--- src/aipc_pkg.sv ---
/*
 Shared constants for the ALS interrupt persistence and calibration configuration block.
 Assumes an 8-bit register port driven by the serial interface decoder.
*/
// Function
// RULE_01: Per-step calibration enable makes calibration iterate per sequencer step.
// RULE_02: Host keeps per-step calibration zero while AGC calibration is enabled.
// RULE_03: Prediction target bit: zero aims at half scale, one at quarter scale.
// RULE_04: Per-step interrupt bit raises sequencer interrupt after every step.
// RULE_05: Power-on rising edge clears oscillator trim unless preserve is set.
// RULE_06: Preserve bit keeps oscillator trim across power-on rising edge.
// RULE_07: Source select 00 picks modulator 0, 01 picks modulator 1.
// RULE_08: Count consecutive out-of-range samples; interrupt when count reaches requirement.
// RULE_09: Any in-range sample resets the persistence counter to zero.
// RULE_10: Code 0 interrupts every cycle, 1 once, 2 and 3 need that many.
// RULE_11: Codes 4 and up need five per step, sixty at code F.
// RULE_12: Persistence counter saturates at the requirement while out of range.
package aipc_pkg;
    localparam logic [7:0] CALIB_SEQ_CFG_ADDR = 8'hA5;
    localparam logic [7:0] ALS_FILT_CFG_ADDR = 8'hA6;
    localparam int STEP_CAL_BIT = 6;
    localparam int TARGET_LVL_BIT = 5;
    localparam int SINT_STEP_BIT = 4;
    localparam int TRIM_KEEP_BIT = 3;
    localparam int SRC_SEL_LSB = 4;
    localparam int PERS_LSB = 0;
    localparam logic [7:0] CALIB_SEQ_CFG_RST = 8'h00;
    localparam logic [7:0] ALS_FILT_CFG_RST = 8'h00;
    localparam logic [7:0] CALIB_SEQ_CFG_MASK = 8'h78;
    localparam logic [7:0] ALS_FILT_CFG_MASK = 8'h3F;
    localparam logic [1:0] SRC_MOD0 = 2'h0;
    localparam logic [1:0] SRC_MOD1 = 2'h1;
    localparam logic [5:0] PERS_STEP = 6'h05;
    localparam logic [3:0] PERS_LINEAR_MAX = 4'h3;
    localparam logic [7:0] TRIM_RST = 8'h00;
endpackage

--- src/aipc_pers_if.sv ---
/*
 Carrier between the configuration top and the persistence filter.
 Assumes a single clock domain.
*/
`timescale 1ns/1ns
interface aipc_pers_if;
    logic [3:0] code;
    logic [15:0] sample;
    logic sample_valid;
    logic [15:0] low_thr;
    logic [15:0] high_thr;
    logic fire;
    logic [5:0] count;
    modport cfg (output code, output sample, output sample_valid, output low_thr,
        output high_thr, input fire, input count);
    modport filt (input code, input sample, input sample_valid, input low_thr,
        input high_thr, output fire, output count);
endinterface

--- src/aipc_pers_filter.sv ---
/*
 Persistence filter: counts consecutive out-of-range ALS samples.
 Assumes sample_valid pulses once per completed ALS cycle.
*/
`timescale 1ns/1ns
module aipc_pers_filter (
    input wire logic clk,
    input wire logic sys_rst,
    aipc_pers_if.filt pif
);
    logic [5:0] cnt_reg;
    logic [5:0] cnt_next;
    logic fire_reg;
    logic fire_next;
    wire logic out_of_range = (pif.sample < pif.low_thr) || (pif.sample > pif.high_thr);
    wire logic [5:0] need = (pif.code <= aipc_pkg::PERS_LINEAR_MAX) ? {2'h0, pif.code}
        : 6'(pif.code - 4'h3) * aipc_pkg::PERS_STEP; // RULE_10 RULE_11
    wire logic [5:0] cnt_inc = (cnt_reg >= need) ? need : cnt_reg + 6'h01; // RULE_12

    always_comb begin
        cnt_next = cnt_reg;
        fire_next = 1'b0;
        if (pif.sample_valid) begin
            if (pif.code == 4'h0) begin
                fire_next = 1'b1; // RULE_10
                cnt_next = 6'h00;
            end else if (!out_of_range) begin
                cnt_next = 6'h00; // RULE_09
            end else begin
                cnt_next = cnt_inc; // RULE_08
                fire_next = (cnt_inc >= need); // RULE_08
            end
        end
    end

    always_ff @(posedge clk) begin
        if (sys_rst) begin
            cnt_reg <= 6'h00;
            fire_reg <= 1'b0;
        end else begin
            cnt_reg <= cnt_next;
            fire_reg <= fire_next;
        end
    end

    assign pif.fire = fire_reg;
    assign pif.count = cnt_reg;
endmodule

--- src/aipc_top.sv ---
/*
 Two configuration registers plus the effects they steer: calibration stepping,
 prediction target, per-step sequencer interrupt, trim clear on power-on,
 threshold source select and the persistence filter.
 Assumes reg_wr/reg_rd are single-cycle strobes from the serial decoder.
*/
`timescale 1ns/1ns
module aipc_top (
    input wire logic clk,
    input wire logic sys_rst,
    input wire logic [7:0] reg_addr,
    input wire logic [7:0] reg_wdata,
    input wire logic reg_wr,
    input wire logic reg_rd,
    output logic [7:0] reg_rdata,
    input wire logic power_on_control,
    input wire logic trim_wr,
    input wire logic [7:0] trim_wdata,
    output logic [7:0] oscillator_trim_value,
    input wire logic [15:0] mod0_data,
    input wire logic [15:0] mod1_data,
    input wire logic als_sample_valid,
    input wire logic [15:0] als_low_threshold,
    input wire logic [15:0] als_high_threshold,
    output logic als_interrupt,
    output logic [5:0] persistence_count,
    input wire logic seq_step_done,
    input wire logic seq_round_done,
    output logic sequencer_system_interrupt,
    input wire logic calib_nth_tick,
    input wire logic calib_round_tick,
    output logic calib_start,
    output logic agc_quarter_target
);
    logic [7:0] calib_cfg_reg;
    logic [7:0] filt_cfg_reg;
    logic [7:0] trim_reg;
    logic [7:0] trim_next;
    logic pon_reg;
    logic [7:0] rdata_reg;
    logic sint_reg;
    logic cal_reg;
    logic tgt_reg;
    logic [15:0] sample_reg;
    logic valid_reg;

    aipc_pers_if pif();

    wire logic sel_calib = (reg_addr == aipc_pkg::CALIB_SEQ_CFG_ADDR);
    wire logic sel_filt = (reg_addr == aipc_pkg::ALS_FILT_CFG_ADDR);
    wire logic step_cal_en = calib_cfg_reg[aipc_pkg::STEP_CAL_BIT];
    wire logic sint_step_en = calib_cfg_reg[aipc_pkg::SINT_STEP_BIT];
    wire logic trim_preserve = calib_cfg_reg[aipc_pkg::TRIM_KEEP_BIT];
    wire logic [1:0] threshold_source_select = filt_cfg_reg[aipc_pkg::SRC_SEL_LSB +: 2];
    wire logic [3:0] als_persistence_count = filt_cfg_reg[aipc_pkg::PERS_LSB +: 4];
    wire logic pon_rise = power_on_control && !pon_reg;
    // Reserved codes 10 and 11 fall back to modulator 0
    wire logic [15:0] sel_sample = (threshold_source_select == aipc_pkg::SRC_MOD1)
        ? mod1_data : mod0_data; // RULE_07
    wire logic [7:0] rd_mux = sel_calib ? calib_cfg_reg : (sel_filt ? filt_cfg_reg : 8'h00);

    wire logic wr_calib = reg_wr && sel_calib;
    wire logic wr_filt = reg_wr && sel_filt;
    wire logic trim_clear = pon_rise && !trim_preserve; // RULE_05 RULE_06
    wire logic sint_src = sint_step_en ? seq_step_done : seq_round_done; // RULE_04
    // Host must hold step_cal_en low while AGC calibration runs
    wire logic cal_src = step_cal_en ? calib_nth_tick : calib_round_tick; // RULE_01 RULE_02
    wire logic tgt_src = calib_cfg_reg[aipc_pkg::TARGET_LVL_BIT]; // RULE_03

    // Write port has priority over clear so a fresh trim is never lost
    always_comb begin
        trim_next = trim_reg;
        if (trim_wr) begin
            trim_next = trim_wdata;
        end else if (trim_clear) begin
            trim_next = aipc_pkg::TRIM_RST; // RULE_05 RULE_06
        end
    end

    always_ff @(posedge clk) begin
        if (sys_rst) begin
            calib_cfg_reg <= aipc_pkg::CALIB_SEQ_CFG_RST;
        end else if (wr_calib) begin
            calib_cfg_reg <= reg_wdata & aipc_pkg::CALIB_SEQ_CFG_MASK;
        end
    end

    always_ff @(posedge clk) begin
        if (sys_rst) begin
            filt_cfg_reg <= aipc_pkg::ALS_FILT_CFG_RST;
        end else if (wr_filt) begin
            filt_cfg_reg <= reg_wdata & aipc_pkg::ALS_FILT_CFG_MASK;
        end
    end

    always_ff @(posedge clk) begin
        if (sys_rst) begin
            trim_reg <= aipc_pkg::TRIM_RST;
        end else begin
            trim_reg <= trim_next;
        end
    end

    // Previous level kept so only a rising power-on edge clears the trim
    always_ff @(posedge clk) begin
        if (sys_rst) begin
            pon_reg <= 1'b0;
        end else begin
            pon_reg <= power_on_control;
        end
    end

    always_ff @(posedge clk) begin
        if (sys_rst) begin
            rdata_reg <= 8'h00;
        end else if (reg_rd) begin
            rdata_reg <= rd_mux;
        end
    end

    always_ff @(posedge clk) begin
        if (sys_rst) begin
            sint_reg <= 1'b0;
        end else begin
            sint_reg <= sint_src; // RULE_04
        end
    end

    always_ff @(posedge clk) begin
        if (sys_rst) begin
            cal_reg <= 1'b0;
        end else begin
            cal_reg <= cal_src; // RULE_01
        end
    end

    always_ff @(posedge clk) begin
        if (sys_rst) begin
            tgt_reg <= 1'b0;
        end else begin
            tgt_reg <= tgt_src; // RULE_03
        end
    end

    // Sample registered so the filter sees a stable selected channel
    always_ff @(posedge clk) begin
        if (sys_rst) begin
            sample_reg <= 16'h0000;
        end else begin
            sample_reg <= sel_sample; // RULE_07
        end
    end

    always_ff @(posedge clk) begin
        if (sys_rst) begin
            valid_reg <= 1'b0;
        end else begin
            valid_reg <= als_sample_valid;
        end
    end

    assign pif.code = als_persistence_count;
    assign pif.sample = sample_reg;
    assign pif.sample_valid = valid_reg;
    assign pif.low_thr = als_low_threshold;
    assign pif.high_thr = als_high_threshold;

    aipc_pers_filter u_filt (
        .clk(clk),
        .sys_rst(sys_rst),
        .pif(pif)
    );

    assign reg_rdata = rdata_reg;
    assign oscillator_trim_value = trim_reg;
    assign als_interrupt = pif.fire;
    assign persistence_count = pif.count;
    assign sequencer_system_interrupt = sint_reg;
    assign calib_start = cal_reg;
    assign agc_quarter_target = tgt_reg;
endmodule

--- config.mk ---
export PLATFORM = sky130hd
export DESIGN_NAME = aipc_top
export DESIGN_NICKNAME = d
export VERILOG_FILES = /design/src/aipc_pkg.sv /design/src/aipc_pers_if.sv /design/src/aipc_pers_filter.sv /design/src/aipc_top.sv
export SDC_FILE = /design/constraint.sdc
export NUM_CORES = 1
export LEC_CHECK = 0
export BUFFER_PORTS_ARGS = -buffer_cell sky130_fd_sc_hd__buf_4
export CORE_AREA = 4 4 91 93
export CTS_CLUSTER_SIZE = 28
export DETAILED_ROUTE_END_ITERATION = 16
export DIE_AREA = 0 0 95 97
export PLACE_DENSITY = 0.88
export SLEW_MARGIN = 25
export SYNTH_ARGS = -nofsm -noshare
export SYNTH_HDL_FRONTEND = slang
export SYNTH_SLANG_ARGS = --single-unit
--- constraint.sdc ---
create_clock -name clk -period 4.4 [get_ports clk]
set_input_delay 0.88 -clock clk [delete_from_list [all_inputs] [get_ports clk]]
set_output_delay 0.88 -clock clk [all_outputs]
set_load 0.05 [all_outputs]
==> results.txt <==
----------------------------------------------------
[Yosys]
  Sequential area share after synthesis ... approximately a third
  Number of enable-type register cells in the synthesized netlist ... 0
  Cell with the most instances after synthesis ... sky130_fd_sc_hd__dfxtp_1
  Most frequent cells after synthesis ... sky130_fd_sc_hd__dfxtp_1, sky130_fd_sc_hd__ha_1, sky130_fd_sc_hd__nand2_1
  Cell type contributing the most total cell area after synthesis ... sky130_fd_sc_hd__dfxtp_1
  Synth Instances ... between 300 and 400
  Warnings from Yosys ... 0
  Total of flip-flops plus latches after synthesis ... between 50 and 60
  Syn Nets ... roughly 540
  Area of the mapped netlist ... between 3000 and 4000 sq um
  Mean cell area of the mapped netlist ... 8.51 sq um
  Synth area leaders ... sky130_fd_sc_hd__dfxtp_1, sky130_fd_sc_hd__ha_1, sky130_fd_sc_hd__a21oi_1
  Area share of the leading cell type in the synthesized netlist ... roughly 32%
  Cell variety after synth ... between 40 and 50
  Top FF cell, synth ... sky130_fd_sc_hd__dfxtp_1
  Async SR Flop Fraction ... 0%

[CTS]
  Clk sinks ... 53
  Clock buffers created by TritonCTS ... 5
  Clock transition at the register clock pins on the worst setup and hold paths after CTS ... approximately 0.10 ns
  Maximum clock insertion buffer count ... 2
  TritonCTS clock tree ... built
  Number of H-tree levels ... 2
  Root cell of the clock tree ... sky130_fd_sc_hd__clkbuf_8
  Insertion delay to the later sink of the worst-skew pair ... 0.30 ns

[Floorplan]
  Chip Width ... 95 microns
  Standard cell core area ... approximately 7500 sq um
  Top-Level Pins ... about 130
  Rows ... 32
  Die Outline Area ... 9220 sq um
  Vertical extent of the die ... a little under 100 microns
  Initial Utilization ... around 44%

[Worst setup path]
  Worst Reg-to-Reg Cells ... 18
  Largest stage delay on the critical path ... between 0.4 and 0.5 ns
  Capturing element type of the critical path ... register
  Sequence of cells on the critical path ... ha_1 > xnor2_2 > ha_1 > fa_2 > xor2_2 > nor3b_2 > a21oi_2 > ha_4 > nand2_2 > o31ai_4 > buf_4 > buf_4 > mux2i_2 > ha_1 > a211o_1 > o2111ai_2 > nand3_1 > nor4bb_1
  Cell with the largest stage delay on the worst path ... sky130_fd_sc_hd__fa_2
  Crit start category ... register
  Crit path max fanout ... 5
  Signal arrival time at the worst endpoint ... about 4.4 ns
  Setup CP Type ... register to register
  Req. time, crit path ... around 4.6 ns
  Most used cell, CP ... sky130_fd_sc_hd__ha_1

[Timing]
  Worst-Margin Slew ... between 0.6 and 0.7 ns
  Hold Violations, Final ... 0
  Final min period ... roughly 4.2 ns
  Max Freq ... between 200 and 250 MHz
  Fin Clk Skew ... approximately 0.0037 ns
  Tightest slew margin relative to the limit ... a little over half
  Count of endpoints failing setup in the final report ... 0
  Final period util ... 95.7%
  Final setup margin ... approximately 0.19 ns
  Pins Over Slew Limit ... 0

[Global routing]
  GRT Max-Usage Layer ... met2
  Total track usage ... around a fifth
  Wire length of the first global-routing pass ... between 10 and 15 mm
  Number of antenna violations at the first check in global routing ... 0
  Met1 demand-to-capacity share in global routing ... a little under a quarter
  Pin count of the biggest net entering global routing ... 60
  Via count of the first global-routing pass ... 3184
  GR met3 Demand/Resource ... around 3.3%
  Met2 Resource Use GR ... between 30% and 40%
  Remaining global-route overflow ... 0

[Route]
  Routed wire length ... 8.81 mm
  Vias post-DR ... roughly 3.1k
  DRC violation total after the first TritonRoute iteration ... ~100
  Routed length per instance ... approximately 14 microns
  Remaining design rule violation count ... 0
  Via density per instance ... 5.10
  Number of nets with antenna violations after routing ... 0
  Iteration count of the initial detailed-routing pass ... 4

[Finish]
  Final design instance area without fill ... approximately 4600 sq um
  Fill cells ... 667
  Final core utilization ... 60.6%
  Share of post-route cells with drive strength above 1 ... a little under a third
  Max FFs per register ... 16
  Nets@finish ... 661
  Area added between synthesis and finish ... 37.7%
  ANT cells ... 0

[Run status]
  Result of the run ... completed

[Placed design]
  Placed instance area ... 4320 sq um
  Post-DP HPWL ... 7.06 mm
  Input/output buffers ... 122
  Worst slack at placement ... -0.114 ns
  Gp weighted congestion ... about 0.84

[Power and ir drop]
  Power per unit of standard cell area ... about 210 nW/um^2
  Leakage power of the design ... approximately 2.3 nW
  Worst IR Drop VDD ... between 0.15 and 0.2 mV

[Run]
  Max-cap check violation count ... 0

[Hold path]
  Worst min-delay path class ... register to register
  Worst hold path cell count ... 2

----------------------------------------------------
timing repair:
| item | 4_1_cts | 5_1_grt |
|---|---|---|
| endpoints found under the setup margin | 1 | 1 |
| gates resized for setup | 6 | 16 |
| pin swaps | 4 | 11 |
| cloned | 0 | 0 |
| setup buffers | 3 | 1 |
| hold buffers | 0 | 0 |
metal layers:
metal  vias up  routed length, microns  share of wire (%)
met4         0                     143                1.6
met1      1440                    3650                 41
li1       1582                       -                  -
met3        14                     498                5.7
met5         -                       0                  0
met2        98                    4510                 51
through the flow:
step,TNS [ns],instances,power [mW],hold slack [ns]
after floorplan,0,389,0.605,0.460
after global placement,0,602,0.691,0.460
after detailed placement,-0.114,602,0.701,0.468
after CTS,0,613,0.984,0.485
after global routing,-0.0348,614,1.02,0.506
final,0,614,0.968,0.484
report_power, final:
group,internal (mW),switching (mW)
clock,0.116,0.163
combinational,0.0988,0.0888
sequential,0.492,0.00893
critical path, delay by kind of cell (launching register included):
family	cells	cell delay, ns
muxes	1	0.25
buffers and inverters	2	0.32
and+or+nand+nor	4	0.51
adders and majority gates	5	1.52
xor gates and xnor gates	2	0.37
DFF	1	0.38
AOI/OAI and AO/OA	4	0.72
layout by cell type, fill, tap and decap left out, drive strengths merged, types with 8 or more instances in the layout:
master	n
nand2b	11
mux2i	18
nor2	29
buf	130
nand3	10
a21oi	38
nand2	44
ha	50
dfxtp	53
inv	40
nor2b	11
a22oi	8
worst paths after layout:
path              slack (ns)       startpoint               to
setup / recovery        0.19  filt_cfg_reg[0]  u_filt.pif.fire
hold / removal          0.48     reg_rdata[3]     reg_rdata[3]
setup reg to reg        0.19  filt_cfg_reg[0]  u_filt.pif.fire
hold reg to reg         0.48     reg_rdata[3]     reg_rdata[3]
cell families (layout without fill, tap and decap cells):
| family | Yosys count | in the layout | share of synthesized area, % |
|---|---|---|---|
| AND/OR/NAND/NOR | 122 | 122 | 17.8 |
| multiplexers | 19 | 19 | 5.78 |
| buffers and inverters | 54 | 177 | 6.31 |
| other | 1 | 1 | 0.113 |
| AO/OA/AOI/OAI | 81 | 81 | 16.3 |
| XOR/XNOR | 8 | 8 | 2.12 |
| flip-flops | 53 | 53 | 32.0 |
| adder cells (fa/ha/maj) | 51 | 51 | 19.5 |
area by class of cell:
type	count	area, sq um	share of cell area, %
Clock buffer	5	68.8	1.51
Clock inverter	3	26.3	0.576
Inverter	39	146	3.21
Multi-Input combinational cell	282	2140	47.0
Sequential cell	53	1070	23.4
Tap cell	102	128	2.80
Timing Repair Buffer	130	976	21.4
No activity file was read; power rests on OpenSTA's default activity.
